`config.mk`:
```
export PLATFORM = sky130hd
export DESIGN_NAME = isr_status
export DESIGN_NICKNAME = d
export VERILOG_FILES = /design/src/logic/isr_pkg.sv /design/src/logic/isr_status.sv
export VERILOG_INCLUDE_DIRS = /design/src /design/src/logic
export SDC_FILE = /design/constraint.sdc
export NUM_CORES = 1
export LEC_CHECK = 0
export ABC_CLOCK_PERIOD_IN_PS = 2500
export BUFFER_PORTS_ARGS = -buffer_cell sky130_fd_sc_hd__clkbuf_2
export CAP_MARGIN = 0
export CORE_MARGIN = 3
export CORE_UTILIZATION = 29
export DETAILED_ROUTE_END_ITERATION = 10
export PLACE_DENSITY = 0.57
export SLEW_MARGIN = 20
export SYNTH_ARGS = -nofsm -noshare
export SYNTH_HDL_FRONTEND = slang
export SYNTH_SLANG_ARGS = --single-unit
```
`constraint.sdc`:
```
create_clock -name ref_clk -period 2.5 [get_ports ref_clk]
set_input_delay 0.625 -clock ref_clk [delete_from_list [all_inputs] [get_ports ref_clk]]
set_output_delay 0.625 -clock ref_clk [all_outputs]
set_load 0.03 [all_outputs]
```
`src/logic/isr_cfg.svh`:
```
// Constants for the instrument status reporting block
`ifndef ISR_CFG_SVH
`define ISR_CFG_SVH
// Questionable condition bit positions
`define ISR_Q_OVERV 0
`define ISR_Q_OVERI 1
`define ISR_Q_PWRFAIL 2
`define ISR_Q_OVERT 4
`define ISR_Q_INHIBIT 9
`define ISR_Q_UNREG 10
`define ISR_Q_DEFINED 16'h0617
// Standard event bit positions
`define ISR_E_PWRON 7
`define ISR_E_CMDERR 5
`define ISR_E_EXECERR 4
`define ISR_E_DEVERR 3
`define ISR_E_QRYERR 2
`define ISR_E_DONE 0
`define ISR_E_DEFINED 8'hBD
// Status byte bit positions
`define ISR_S_OPSUM 7
`define ISR_S_MASTER 6
`define ISR_S_EVSUM 5
`define ISR_S_MSGAV 4
`define ISR_S_QSUM 3
`define ISR_S_ERR 2
// Preset and reset values
`define ISR_PRE_FALL 16'h0000
`define ISR_PRE_RISE 16'h7FFF
`define ISR_PRE_QEN 16'h0000
`define ISR_RST_ESR 8'h80
// Error queue
`define ISR_EQ_DEPTH 8
`define ISR_EQ_AW 3
`define ISR_ERR_NONE 16'h0000
`define ISR_ERR_OVF 16'hFEA2
`define ISR_ASCII_ONE 16'h0031
`endif

```
`src/logic/isr_pkg.sv`:
```
// Types for the instrument status reporting block
package isr_pkg;
  typedef enum logic [4:0] {
    ISR_NOP = 5'h00, ISR_RD_COND = 5'h01, ISR_RD_QEVT = 5'h02, ISR_WR_QEN = 5'h03,
    ISR_RD_QEN = 5'h04, ISR_WR_FALL = 5'h05, ISR_RD_FALL = 5'h06, ISR_WR_RISE = 5'h07,
    ISR_RD_RISE = 5'h08, ISR_PRESET = 5'h09, ISR_CLS = 5'h0A, ISR_WR_ESE = 5'h0B,
    ISR_RD_ESE = 5'h0C, ISR_RD_ESR = 5'h0D, ISR_CPL = 5'h0E, ISR_CPL_Q = 5'h0F,
    ISR_WR_SRE = 5'h10, ISR_RD_SRE = 5'h11, ISR_RD_STB = 5'h12, ISR_POLL = 5'h13,
    ISR_WAI = 5'h14, ISR_RD_ERR = 5'h15, ISR_WR_RL = 5'h16, ISR_RD_RL = 5'h17
  } isr_op_t;
  typedef enum logic [1:0] {
    ISR_LOCAL = 2'h0, ISR_REMOTE = 2'h1, ISR_LOCKED = 2'h2
  } isr_rl_t;
  typedef enum logic [1:0] {
    ISR_ST_RUN = 2'h0, ISR_ST_WAI = 2'h1, ISR_ST_OPCQ = 2'h2
  } isr_st_t;
  typedef struct packed {
    isr_op_t op;
    logic after_term;
    logic [15:0] data;
  } isr_cmd_t;
  typedef struct packed {
    logic cmd_err;
    logic exec_err;
    logic dev_err;
    logic qry_err;
  } isr_err_evt_t;
endpackage : isr_pkg

```
`src/logic/isr_status.sv`:
```
// Status byte, event groups, completion tracking, error queue, remote/local
//
// Operation
// - Questionable live state is read-only and shows present, unlatched sources.
// - Status byte bit 3 is OR of enabled questionable event bits.
// - Preset loads fall filter 0, rise filter 32767, questionable mask 0.
// - Fall filter bit one: a 1-to-0 change sets the event bit.
// - Rise filter bit one: a 0-to-1 change sets the event bit.
// - Both filter bits one latch any change; both zero latch none.
// - Clear-status zeroes standard, operation, questionable events, status byte, errors.
// - Clear-status after a terminator also flushes output queue and message bit.
// - Standard event bits: power-on 7, command 5, exec 4, device 3, query 2, complete 0.
// - Event summary is OR of enabled standard event bits.
// - Reading the standard event register returns it and clears it.
// - Complete command sets bit 0 once all pending work ends, without stalling.
// - Complete query blocks commands, then queues ASCII 1 when all work ends.
// - Master summary bit 6 is OR of enabled status byte bits.
// - Serial poll returns request flag at bit 6 and clears it only.
// - A zero service-request mask never raises a service request.
// - Status byte read changes nothing; summaries clear via their event registers.
// - Message bit clears at power-on, on clear-status, and when queue empties.
// - Status byte: operation 7, event 5, message 4, questionable 3, error 2.
// - Wait command blocks commands until work ends; only device clear aborts.
// - Remote/local is local at power-on; latest changer wins; lock disables keys.
// - Error FIFO pops one per read, empty gives 0, overflow ends in -350.
// - Questionable bits: overvoltage 0, overcurrent 1, power fail 2, overtemp 4, inhibit 9, unregulated 10.
// - Questionable event bits stay latched until read, the read clears them.
`timescale 1ns/1ps
`include "isr_cfg.svh"
module isr_status (
  input wire logic ref_clk,
  input wire logic nrst,
  input wire logic cmd_valid,
  input wire isr_pkg::isr_cmd_t cmd,
  output logic cmd_ready,
  output logic rsp_valid,
  output logic [15:0] rsp_data,
  input wire logic [15:0] questionable_summary_src,
  input wire logic operation_summary,
  input wire logic pending_busy,
  input wire isr_pkg::isr_err_evt_t err_evt,
  input wire logic err_push,
  input wire logic [15:0] err_code,
  input wire logic oq_nonempty,
  input wire logic dev_clear,
  input wire logic rl_if_valid,
  input wire isr_pkg::isr_rl_t rl_if_state,
  output logic operation_summary_evt_clear,
  output logic oq_flush,
  output logic srq,
  output logic keys_locked,
  output isr_pkg::isr_rl_t rl_state
);

  function automatic logic any_en(input logic [15:0] v, input logic [15:0] m);
    any_en = |(v & m);
  endfunction : any_en

  // ****************************************
  // Command decode
  // ****************************************
  isr_pkg::isr_st_t st_ff;
  logic take;
  logic done_wait;
  assign cmd_ready = (st_ff == isr_pkg::ISR_ST_RUN);
  assign take = cmd_valid & cmd_ready;
  assign done_wait = ~pending_busy;

  function automatic logic is_op(input logic t, input isr_pkg::isr_cmd_t c,
                                 input isr_pkg::isr_op_t o);
    is_op = t & (c.op == o);
  endfunction : is_op

  logic do_cls;
  logic do_pre;
  logic rd_qevt;
  logic rd_esr;
  logic rd_err;
  logic do_poll;
  assign do_cls = is_op(take, cmd, isr_pkg::ISR_CLS);
  assign do_pre = is_op(take, cmd, isr_pkg::ISR_PRESET);
  assign rd_qevt = is_op(take, cmd, isr_pkg::ISR_RD_QEVT);
  assign rd_esr = is_op(take, cmd, isr_pkg::ISR_RD_ESR);
  assign rd_err = is_op(take, cmd, isr_pkg::ISR_RD_ERR);
  assign do_poll = is_op(take, cmd, isr_pkg::ISR_POLL);

  // ****************************************
  // Questionable group
  // ****************************************
  logic [15:0] cond;
  logic [15:0] cond_prev_ff;
  logic [15:0] fall_ff;
  logic [15:0] rise_ff;
  logic [15:0] qen_ff;
  logic [15:0] qevt_ff;
  logic [15:0] qset;
  assign cond = questionable_summary_src & `ISR_Q_DEFINED;

  genvar gi;
  generate
    for (gi = 0; gi < 16; gi++)
    begin : g_edge
      assign qset[gi] = (fall_ff[gi] & cond_prev_ff[gi] & ~cond[gi]) |
                        (rise_ff[gi] & ~cond_prev_ff[gi] & cond[gi]);
    end
  endgenerate

  always_ff @(posedge ref_clk or negedge nrst)
  begin
    if (!nrst)
      cond_prev_ff <= 16'h0000;
    else
      cond_prev_ff <= cond;
  end

  always_ff @(posedge ref_clk or negedge nrst)
  begin
    if (!nrst)
    begin
      fall_ff <= `ISR_PRE_FALL;
      rise_ff <= `ISR_PRE_RISE;
      qen_ff <= `ISR_PRE_QEN;
    end
    else if (do_pre)
    begin
      fall_ff <= `ISR_PRE_FALL;
      rise_ff <= `ISR_PRE_RISE;
      qen_ff <= `ISR_PRE_QEN;
    end
    else if (take)
    begin
      if (cmd.op == isr_pkg::ISR_WR_FALL)
        fall_ff <= cmd.data & `ISR_Q_DEFINED;
      if (cmd.op == isr_pkg::ISR_WR_RISE)
        rise_ff <= cmd.data & `ISR_Q_DEFINED;
      if (cmd.op == isr_pkg::ISR_WR_QEN)
        qen_ff <= cmd.data & `ISR_Q_DEFINED;
    end
  end

  // New edges win over a read or clear in the same cycle
  always_ff @(posedge ref_clk or negedge nrst)
  begin
    if (!nrst)
      qevt_ff <= 16'h0000;
    else if (rd_qevt || do_cls)
      qevt_ff <= qset;
    else
      qevt_ff <= qevt_ff | qset;
  end

  // ****************************************
  // Standard event group
  // ****************************************
  logic [7:0] esr_ff;
  logic [7:0] ese_ff;
  logic [7:0] eset;
  logic cpl_armed_ff;
  logic cpl_fire;
  assign cpl_fire = cpl_armed_ff & done_wait;
  always_comb
  begin
    eset = 8'h00;
    eset[`ISR_E_CMDERR] = err_evt.cmd_err;
    eset[`ISR_E_EXECERR] = err_evt.exec_err;
    eset[`ISR_E_DEVERR] = err_evt.dev_err;
    eset[`ISR_E_QRYERR] = err_evt.qry_err;
    eset[`ISR_E_DONE] = cpl_fire;
  end

  always_ff @(posedge ref_clk or negedge nrst)
  begin
    if (!nrst)
      esr_ff <= `ISR_RST_ESR;
    else if (rd_esr || do_cls)
      esr_ff <= eset;
    else
      esr_ff <= esr_ff | eset;
  end

  // Arming does not block the command stream
  always_ff @(posedge ref_clk or negedge nrst)
  begin
    if (!nrst)
      cpl_armed_ff <= 1'b0;
    else if (is_op(take, cmd, isr_pkg::ISR_CPL))
      cpl_armed_ff <= 1'b1;
    else if (done_wait)
      cpl_armed_ff <= 1'b0;
  end

  always_ff @(posedge ref_clk or negedge nrst)
  begin
    if (!nrst)
      ese_ff <= 8'h00;
    else if (is_op(take, cmd, isr_pkg::ISR_WR_ESE))
      ese_ff <= cmd.data[7:0] & `ISR_E_DEFINED;
  end

  // ****************************************
  // Error queue
  // ****************************************
  logic [15:0] eq_mem [0:`ISR_EQ_DEPTH-1];
  logic [`ISR_EQ_AW-1:0] eq_rd_ff;
  logic [`ISR_EQ_AW-1:0] eq_wr_ff;
  logic [`ISR_EQ_AW:0] eq_cnt_ff;
  logic eq_pop;
  logic eq_full;
  logic eq_empty;
  assign eq_empty = (eq_cnt_ff == '0);
  assign eq_full = (eq_cnt_ff == (`ISR_EQ_AW+1)'(`ISR_EQ_DEPTH));
  assign eq_pop = rd_err & ~eq_empty;

  // Full queue: last slot becomes the overflow code, older errors kept
  always_ff @(posedge ref_clk)
  begin
    if (err_push && !do_cls)
    begin
      if (eq_full && !eq_pop)
        eq_mem[eq_wr_ff - `ISR_EQ_AW'(1)] <= `ISR_ERR_OVF;
      else
        eq_mem[eq_wr_ff] <= err_code;
    end
  end

  always_ff @(posedge ref_clk or negedge nrst)
  begin
    if (!nrst)
    begin
      eq_rd_ff <= '0;
      eq_wr_ff <= '0;
      eq_cnt_ff <= '0;
    end
    else if (do_cls)
    begin
      eq_rd_ff <= '0;
      eq_wr_ff <= '0;
      eq_cnt_ff <= '0;
    end
    else
    begin
      if (eq_pop)
        eq_rd_ff <= eq_rd_ff + `ISR_EQ_AW'(1);
      if (err_push && (!eq_full || eq_pop))
        eq_wr_ff <= eq_wr_ff + `ISR_EQ_AW'(1);
      if (err_push && !eq_full && !eq_pop)
        eq_cnt_ff <= eq_cnt_ff + (`ISR_EQ_AW+1)'(1);
      else if (eq_pop && !err_push)
        eq_cnt_ff <= eq_cnt_ff - (`ISR_EQ_AW+1)'(1);
    end
  end

  // ****************************************
  // Status byte and service request
  // ****************************************
  logic [7:0] sre_ff;
  logic mav_ff;
  logic oq_prev_ff;
  logic rqs_ff;
  logic master_summary;
  logic [7:0] stb;
  logic [7:0] stb_poll;
  always_comb
  begin
    stb = 8'h00;
    stb[`ISR_S_OPSUM] = operation_summary;
    stb[`ISR_S_EVSUM] = any_en({8'h00, esr_ff}, {8'h00, ese_ff});
    stb[`ISR_S_MSGAV] = mav_ff;
    stb[`ISR_S_QSUM] = any_en(qevt_ff, qen_ff);
    stb[`ISR_S_ERR] = ~eq_empty;
    master_summary = any_en({8'h00, stb}, {8'h00, sre_ff});
    stb[`ISR_S_MASTER] = master_summary;
    stb_poll = stb;
    stb_poll[`ISR_S_MASTER] = rqs_ff;
  end

  always_ff @(posedge ref_clk or negedge nrst)
  begin
    if (!nrst)
      sre_ff <= 8'h00;
    else if (is_op(take, cmd, isr_pkg::ISR_WR_SRE))
      sre_ff <= cmd.data[7:0] & 8'hBC;
  end

  always_ff @(posedge ref_clk or negedge nrst)
  begin
    if (!nrst)
      oq_prev_ff <= 1'b0;
    else
      oq_prev_ff <= oq_nonempty;
  end

  // A new response raises the bit; clear-status without flush hides the rest
  always_ff @(posedge ref_clk or negedge nrst)
  begin
    if (!nrst)
      mav_ff <= 1'b0;
    else if (oq_nonempty && !oq_prev_ff)
      mav_ff <= 1'b1;
    else if (do_cls || !oq_nonempty)
      mav_ff <= 1'b0;
  end

  // Request flag follows a fresh master summary; a poll drops it
  logic mss_prev_ff;
  always_ff @(posedge ref_clk or negedge nrst)
  begin
    if (!nrst)
      mss_prev_ff <= 1'b0;
    else
      mss_prev_ff <= master_summary;
  end

  always_ff @(posedge ref_clk or negedge nrst)
  begin
    if (!nrst)
      rqs_ff <= 1'b0;
    else if (master_summary && !mss_prev_ff)
      rqs_ff <= 1'b1;
    else if (do_poll || !master_summary)
      rqs_ff <= 1'b0;
  end

  assign srq = rqs_ff & (|sre_ff);

  // ****************************************
  // Blocking waits
  // ****************************************
  always_ff @(posedge ref_clk or negedge nrst)
  begin
    if (!nrst)
      st_ff <= isr_pkg::ISR_ST_RUN;
    else
    begin
      case (st_ff)
        isr_pkg::ISR_ST_RUN:
          if (is_op(take, cmd, isr_pkg::ISR_WAI))
            st_ff <= isr_pkg::ISR_ST_WAI;
          else if (is_op(take, cmd, isr_pkg::ISR_CPL_Q))
            st_ff <= isr_pkg::ISR_ST_OPCQ;
        isr_pkg::ISR_ST_WAI:
          if (dev_clear || done_wait)
            st_ff <= isr_pkg::ISR_ST_RUN;
        isr_pkg::ISR_ST_OPCQ:
          if (dev_clear || done_wait)
            st_ff <= isr_pkg::ISR_ST_RUN;
        default:
          st_ff <= isr_pkg::ISR_ST_RUN;
      endcase
    end
  end

  // ****************************************
  // Responses and side pulses
  // ****************************************
  logic [15:0] rd_val;
  logic rd_op;
  always_comb
  begin
    rd_op = take;
    rd_val = 16'h0000;
    case (cmd.op)
      isr_pkg::ISR_RD_COND: rd_val = cond;
      isr_pkg::ISR_RD_QEVT: rd_val = qevt_ff;
      isr_pkg::ISR_RD_QEN: rd_val = qen_ff;
      isr_pkg::ISR_RD_FALL: rd_val = fall_ff;
      isr_pkg::ISR_RD_RISE: rd_val = rise_ff;
      isr_pkg::ISR_RD_ESE: rd_val = {8'h00, ese_ff};
      isr_pkg::ISR_RD_ESR: rd_val = {8'h00, esr_ff};
      isr_pkg::ISR_RD_SRE: rd_val = {8'h00, sre_ff};
      isr_pkg::ISR_RD_STB: rd_val = {8'h00, stb};
      isr_pkg::ISR_POLL: rd_val = {8'h00, stb_poll};
      isr_pkg::ISR_RD_ERR: rd_val = eq_empty ? `ISR_ERR_NONE : eq_mem[eq_rd_ff];
      isr_pkg::ISR_RD_RL: rd_val = {14'h0000, rl_state};
      default: rd_op = 1'b0;
    endcase
  end

  logic opcq_done;
  assign opcq_done = (st_ff == isr_pkg::ISR_ST_OPCQ) & done_wait & ~dev_clear;

  always_ff @(posedge ref_clk or negedge nrst)
  begin
    if (!nrst)
    begin
      rsp_valid <= 1'b0;
      rsp_data <= 16'h0000;
    end
    else
    begin
      rsp_valid <= rd_op | opcq_done;
      if (opcq_done)
        rsp_data <= `ISR_ASCII_ONE;
      else if (rd_op)
        rsp_data <= rd_val;
    end
  end

  always_ff @(posedge ref_clk or negedge nrst)
  begin
    if (!nrst)
    begin
      operation_summary_evt_clear <= 1'b0;
      oq_flush <= 1'b0;
    end
    else
    begin
      operation_summary_evt_clear <= do_cls;
      oq_flush <= do_cls & cmd.after_term;
    end
  end

  // ****************************************
  // Remote/local state
  // ****************************************
  always_ff @(posedge ref_clk or negedge nrst)
  begin
    if (!nrst)
      rl_state <= isr_pkg::ISR_LOCAL;
    else if (is_op(take, cmd, isr_pkg::ISR_WR_RL))
      rl_state <= isr_pkg::isr_rl_t'(cmd.data[1:0]);
    else if (rl_if_valid)
      rl_state <= rl_if_state;
  end
  assign keys_locked = (rl_state == isr_pkg::ISR_LOCKED);
endmodule : isr_status

```
# Word-level counts from Yosys, hierarchy flattened
# Memories as Yosys holds them, arrays and structs flattened.
# Index checks and enable logic that the tools add are counted.
[word_totals] ff_bits=127 mem_bits_rw=128 in_bits=69 word_cells=218 memories=1
[memory_table] name="eq_mem" words=8 word_bits=16 read_ports=1 rd_ports_with_merged_regs=0 wr=1 line="isr_status.sv:203" text="logic [15:0] eq_mem [0:`ISR_EQ_DEPTH-1];"
[classes] add_sub_neg=5 n_eq_ne=30 n_mux=44 bitwise_logic=70 n_reduce_logical=46
[ops] op="two-way mux 16 bit" n=14
[ops] op="case mux 16 bit (12 select lines)" n=1
[ops] op="OR reduction 16 bit" n=4
[ops] op="bitwise AND 1 bit" n=43
[ops] op="equality test 5 x 4 -> 1 bit, second input constant" n=8
[ops] op="equality test 5 bit, second input constant" n=8
[ops] op="equality test 5 x 3 -> 1 bit, second input constant" n=4
[ops] op="nonzero test 2 bit" n=10
[ops] op="bitwise AND 16 bit" n=1
[ops] op="bitwise AND 8 bit" n=2
[ops] op="bitwise OR 16 x 11 -> 16 bit" n=1
[ops] op="two-way mux 3 bit" n=5
[ops] op="NOT 1 bit" n=15
[ops] op="two-way mux 1 bit" n=14
[ops] op="two-way mux 4 bit" n=3
[ops] op="OR reduction 12 bit" n=1
[ops] op="equality test 5 x 2 -> 1 bit, second input constant" n=2
[ops] op="two-way mux 2 bit" n=5
[ops] op="logical AND 1 bit" n=8
[ops] op="zero test 1 bit" n=8
[ops] op="two-way mux 8 bit" n=1
[ops] op="bitwise OR 8 x 6 -> 8 bit" n=1
[ops] op="AND reduction 2 bit" n=4
[ops] op="bitwise OR 1 bit" n=7
[ops] op="other kinds (17)" n=25

# Logic depth before layout (Yosys ltp)
[logic_depth] word_depth=11 ltp_mapped=12 mapped_depth_nobuf=11

# Worst setup path after synthesis
# Ideal clock, no wire load.
[synth_timing] kind="register -> register" startpoint="reg st_ff[0]" endpoint="mem eq_mem[7][0] (enable)" setup_ns=0.388 t_arrival_ns=2.536 required_ns=2.112 path_slack_ns=-0.425 stages_incl_launch_ff=9 n_path_buf=1 path_cell_list="dfrtp_1 inv_1 ha_1 and2_1 clkbuf_1 a31oi_2 o21ai_0 nand3_1 nor2_1"
[synth_via] elab_chain_len=11
[synth_lines] item="start: declaration" line="isr_status.sv:62" text="isr_pkg::isr_st_t st_ff;"
[synth_lines] item="start signal: assignment" line="isr_status.sv:332" text="st_ff <= isr_pkg::ISR_ST_RUN;"
[synth_lines] item="start signal: assignment" line="isr_status.sv:338" text="st_ff <= isr_pkg::ISR_ST_WAI;"
[synth_lines] item="start signal: assignment" line="isr_status.sv:340" text="st_ff <= isr_pkg::ISR_ST_OPCQ;"
[synth_lines] item="zero test 2 bit *"
[synth_lines] item="named net cmd_ready" line="isr_status.sv:35" text="output logic cmd_ready,"
[synth_lines] item="bitwise AND 1 bit *" line="isr_status.sv:66" text="assign take = cmd_valid & cmd_ready;"
[synth_lines] item="bitwise AND 1 bit" line="isr_status.sv:71" text="is_op = t & (c.op == o);"
[synth_lines] item="bitwise AND 1 bit" line="isr_status.sv:212" text="assign eq_pop = rd_err & ~eq_empty;"
[synth_lines] item="zero test 1 bit" line="isr_status.sv:219" text="if (eq_full && !eq_pop)"
[synth_lines] item="logical AND 1 bit" line="isr_status.sv:219"
[synth_lines] item="two-way mux 1 bit" line="isr_status.sv:219"
[synth_lines] item="two-way mux 1 bit" line="isr_status.sv:217" text="if (err_push && !do_cls)"
[synth_lines] item="two-way mux 1 bit (implied by the code)" line="isr_status.sv:222" text="eq_mem[eq_wr_ff] <= err_code;"
[synth_lines] item="OR reduction 16 bit (no line)"
[synth_lines] item="two-way mux 3 bit (no line) / two-way mux 1 bit (equally long branches)"
[synth_lines] item="end: declaration" line="isr_status.sv:203"
# Mark *: on every way through the listed nets, which the timed path passes. The rest lies on a longest branch.

# Worst setup path after layout
[layout_timing] startpoint="reg sre_ff[3]" endpoint="out srq"
[layout_via] elab_chain_len=2
[layout_lines] item="start: declaration" line="isr_status.sv:256" text="logic [7:0] sre_ff;"
[layout_lines] item="start signal: assignment" line="isr_status.sv:282" text="sre_ff <= cmd.data[7:0] & 8'hBC;"
[layout_lines] item="OR reduction 5 bit" line="isr_status.sv:324" text="assign srq = rqs_ff & (|sre_ff);"
[layout_lines] item="bitwise AND 1 bit" line="isr_status.sv:324"
[layout_lines] item="end: declaration" line="isr_status.sv:50" text="output logic srq,"
# No other way between the ends.

==> reports/metrics.cfg <==
[yosys]
synthDistinctLibCells = 75
async_reset_ff_share_pct = 40.2
syn_area_per_cell_um2 = 14.7
ys_top_cells_by_count = 128 x edfxtp_1, 78 x dfrtp_1, 44 x nor2_1
synth_enable_flop_cells = 128
netlist_area_um2 = 9490
yosysSeqAreaShare_pct = 63.3
synthFlopType = edfxtp_1
ys_ff_latch = 214
ys.warnings.count = 0
synth_area_leaders = edfxtp_1 40%, dfrtp_1 21%, mux4_2 7.1%, mux2i_1 4.3%, dfstp_2 2.2%
synthCells = 645
synth.top_cell.area_share_pct = 40.5
synth_top_cell_by_area = edfxtp_1
synth_fp_nets = 722
synth_most_common_cell = edfxtp_1

[setup_path]
worstReg2RegStart = eq_cnt_ff[1]$_DFFE_PN0P_
crit_path_cell_trace = or4_4, o21a_4, clkbuf_8
end_kind = output pin
critPathBufInv = 1
slowest_delay_ps = 550
crit_fanout = 2
worst_path_max_delay_cell = or4_4
crit_required_ps = 1880
crit_start = sre_ff[3]$_DFFE_PN0P_
start_kind = flip-flop
crit_arrival_ps = 1840
cp_top_family = simple AND/OR/NAND/NOR gates
crit_type = flip-flop to output pin

[cells_and_area]
syn_to_final_growth_pct = 24.0
final_area_um2 = 11800
drive_above_1_share_pct = 33.1
nets = 861
diodes = 0
fillers = 3088

[sta]
max_freq_mhz = 406
hold_violations = 0
fin_crit_ps = 2460
slew_headroom_pct = 56.7
setup_violations = 0
skew_ps = 16.5
finalCritPeriodShare_pct = 98.6
whs_ps = 230
drv_slew = 0
worstMarginPinSlew_ps = 650

[floorplanning]
design.die.area_um2 = 34900
initial_core_util_pct = 29.8
num_rows = 65
die_w_um = 187
core-area_um2 = 31900
ioPinCount = 93
die_height_um = 187

[clock_network]
cts_sinks = 214
cts-root-buf = clkbuf_16
insertion_delay_ps = 530
h-tree-depth = 1
clock_path_buffers = 3
clk_pin_slew_ps = 60
cts_tree = done
cts_buffers = 23

[power_and_ir_drop]
p_seq_share_pct = 42.6
power_density_nw_per_um2 = 1010
finalPower_mw = 11.9
p_int_mw = 8.15
pwr-share-clk_pct = 27.4
netSwitchingFraction_pct = 31.8
vdd_ir_drop_max_mv = 0.529
p_leak_nw = 4.50
p_comb_share_pct = 30.0
p_sw_mw = 3.80

[status]
status = finished clean

[global_routing]
track_usage_pct = 14.2
grt_pass1_vias = 6243
grt_pass1_wl_mm = 38.7
grt_max_degree = 44
antenna_found_initial = 0
grt_overflow = 0

[routing]
detail-route-antenna-nets = 0
drtIter0Drc = 380
via_count = 6066
via_per_inst = 4.91
wl_mm = 25.2
drcViolationCount = 0
first_pass_iters = 5
wl_per_cell_um = 20.4

[worst_hold_path]
holdCritPathClass = primary input to flip-flop
hp-start = oq_nonempty

[placed_design]
place_area_um2 = 11000
routabilityCongestion = 0.902
hpwl_mm = 17.4
portBuffers = 75

[run]
drv_cap = 0

## cell usage in the layout (no fill, tap or decap), types with 9 or more instances in the layout
master	Yosys	routed
a21o_1	9	9
a22o_1	16	16
a22oi_1	16	16
buf_12	1	15
buf_4	3	57
clkbuf_16	0	24
clkbuf_2	0	73
dfrtp_1	78	77
edfxtp_1	128	128
inv_1	22	22
mux2_2	12	12
mux2i_1	41	41
mux4_2	30	30
nand2_1	33	33
nand3_1	17	16
nor2_1	44	36
o21ai_0	13	13
or3_1	13	13
## logic make-up after synthesis
family | after synthesis | share of synthesized area (%)
AO/OA/AOI/OAI | 113 | 9.45
adder cells (fa/ha/maj) | 8 | 1.13
multiplexers | 86 | 13.6
AND/OR/NAND/NOR | 162 | 9.07
flip-flops | 214 | 63.3
buffers and inverters | 55 | 2.87
XOR/XNOR | 7 | 0.646
## power groups by stage
stage,clock network (mW),registers (mW),logic (mW)
CTS,3.36,5.08,3.60
detailed placement,0,5.16,3.54
global placement,0,5.14,3.50
global route,3.48,5.17,3.91
floorplan,0,5.16,2.18
finish,3.28,5.09,3.59
## per-layer routing
metal  global-route usage (%)  wire length (um)  up-vias
li1                         -                 -     2787
met1                     19.7             11600     3073
met2                     23.4             11900      164
met3                     2.42              1160       42
met5                        0                 0        -
met4                     2.97               488        0
## sequential cells by signal, summed over array words and instances, names as in the netlist, 2 cells and up
register,flops
cond_prev_ff,6
eq_mem,128
eq_rd_ff,3
ese_ff,6
rise_ff,7
eq_cnt_ff,4
esr_ff,6
fall_ff,6
sre_ff,5
qevt_ff,6
st_ff,2
rl_state,2
qen_ff,6
eq_wr_ff,3
rsp_data,16
## final timing paths
check / slack (ps) / cells after the start / endpoint
max reg2reg: 120 / 8 / eq_cnt_ff[3]$_DFFE_PN0P_
min reg2reg: 410 / 1 / rqs_ff$_DFFE_PN0P_
max in group asynchronous: 1270 / 3 / rise_ff[4]$_DFFE_PN1P_
max: 40 / 3 / srq
min: 230 / 1 / oq_prev_ff$_DFF_PN0_
min in group asynchronous: 540 / 2 / operation_summary_evt_clear$_DFF_PN0_
## area by class of cell
| cell class | count | area, um2 | area share (%) |
|---|---|---|---|
| tap | 435 | 544 | 4.62 |
| clock inverter | 10 | 90.1 | 0.765 |
| multi-input combinational | 376 | 3300 | 28.1 |
| timing repair buffer | 147 | 1120 | 9.49 |
| sequential | 214 | 6010 | 51.0 |
| inverter | 22 | 82.6 | 0.701 |
| clock buffer | 32 | 631 | 5.36 |
## through the flow
stage	setup TNS [ps]	setup slack [ps]	util, %	cells
final	0	35.3	36.9	1236
after global routing	-13.7	-4.56	36.9	1236
after CTS	0	9.43	36.9	1236
after detailed placement	-5240	-81.6	34.5	1190
after global placement	-4600	-80.1	34.5	1190
after floorplan	-4140	-123	-	645
## timing repair
item,CTS,global route
endpoints found under the setup margin,1,42
gates resized for setup,2,5
pin swaps,2,1
endpoints found under the hold margin,16,0
setup buffers,3,0
hold buffers,1,0
No activity file was read; power rests on OpenSTA's default activity.
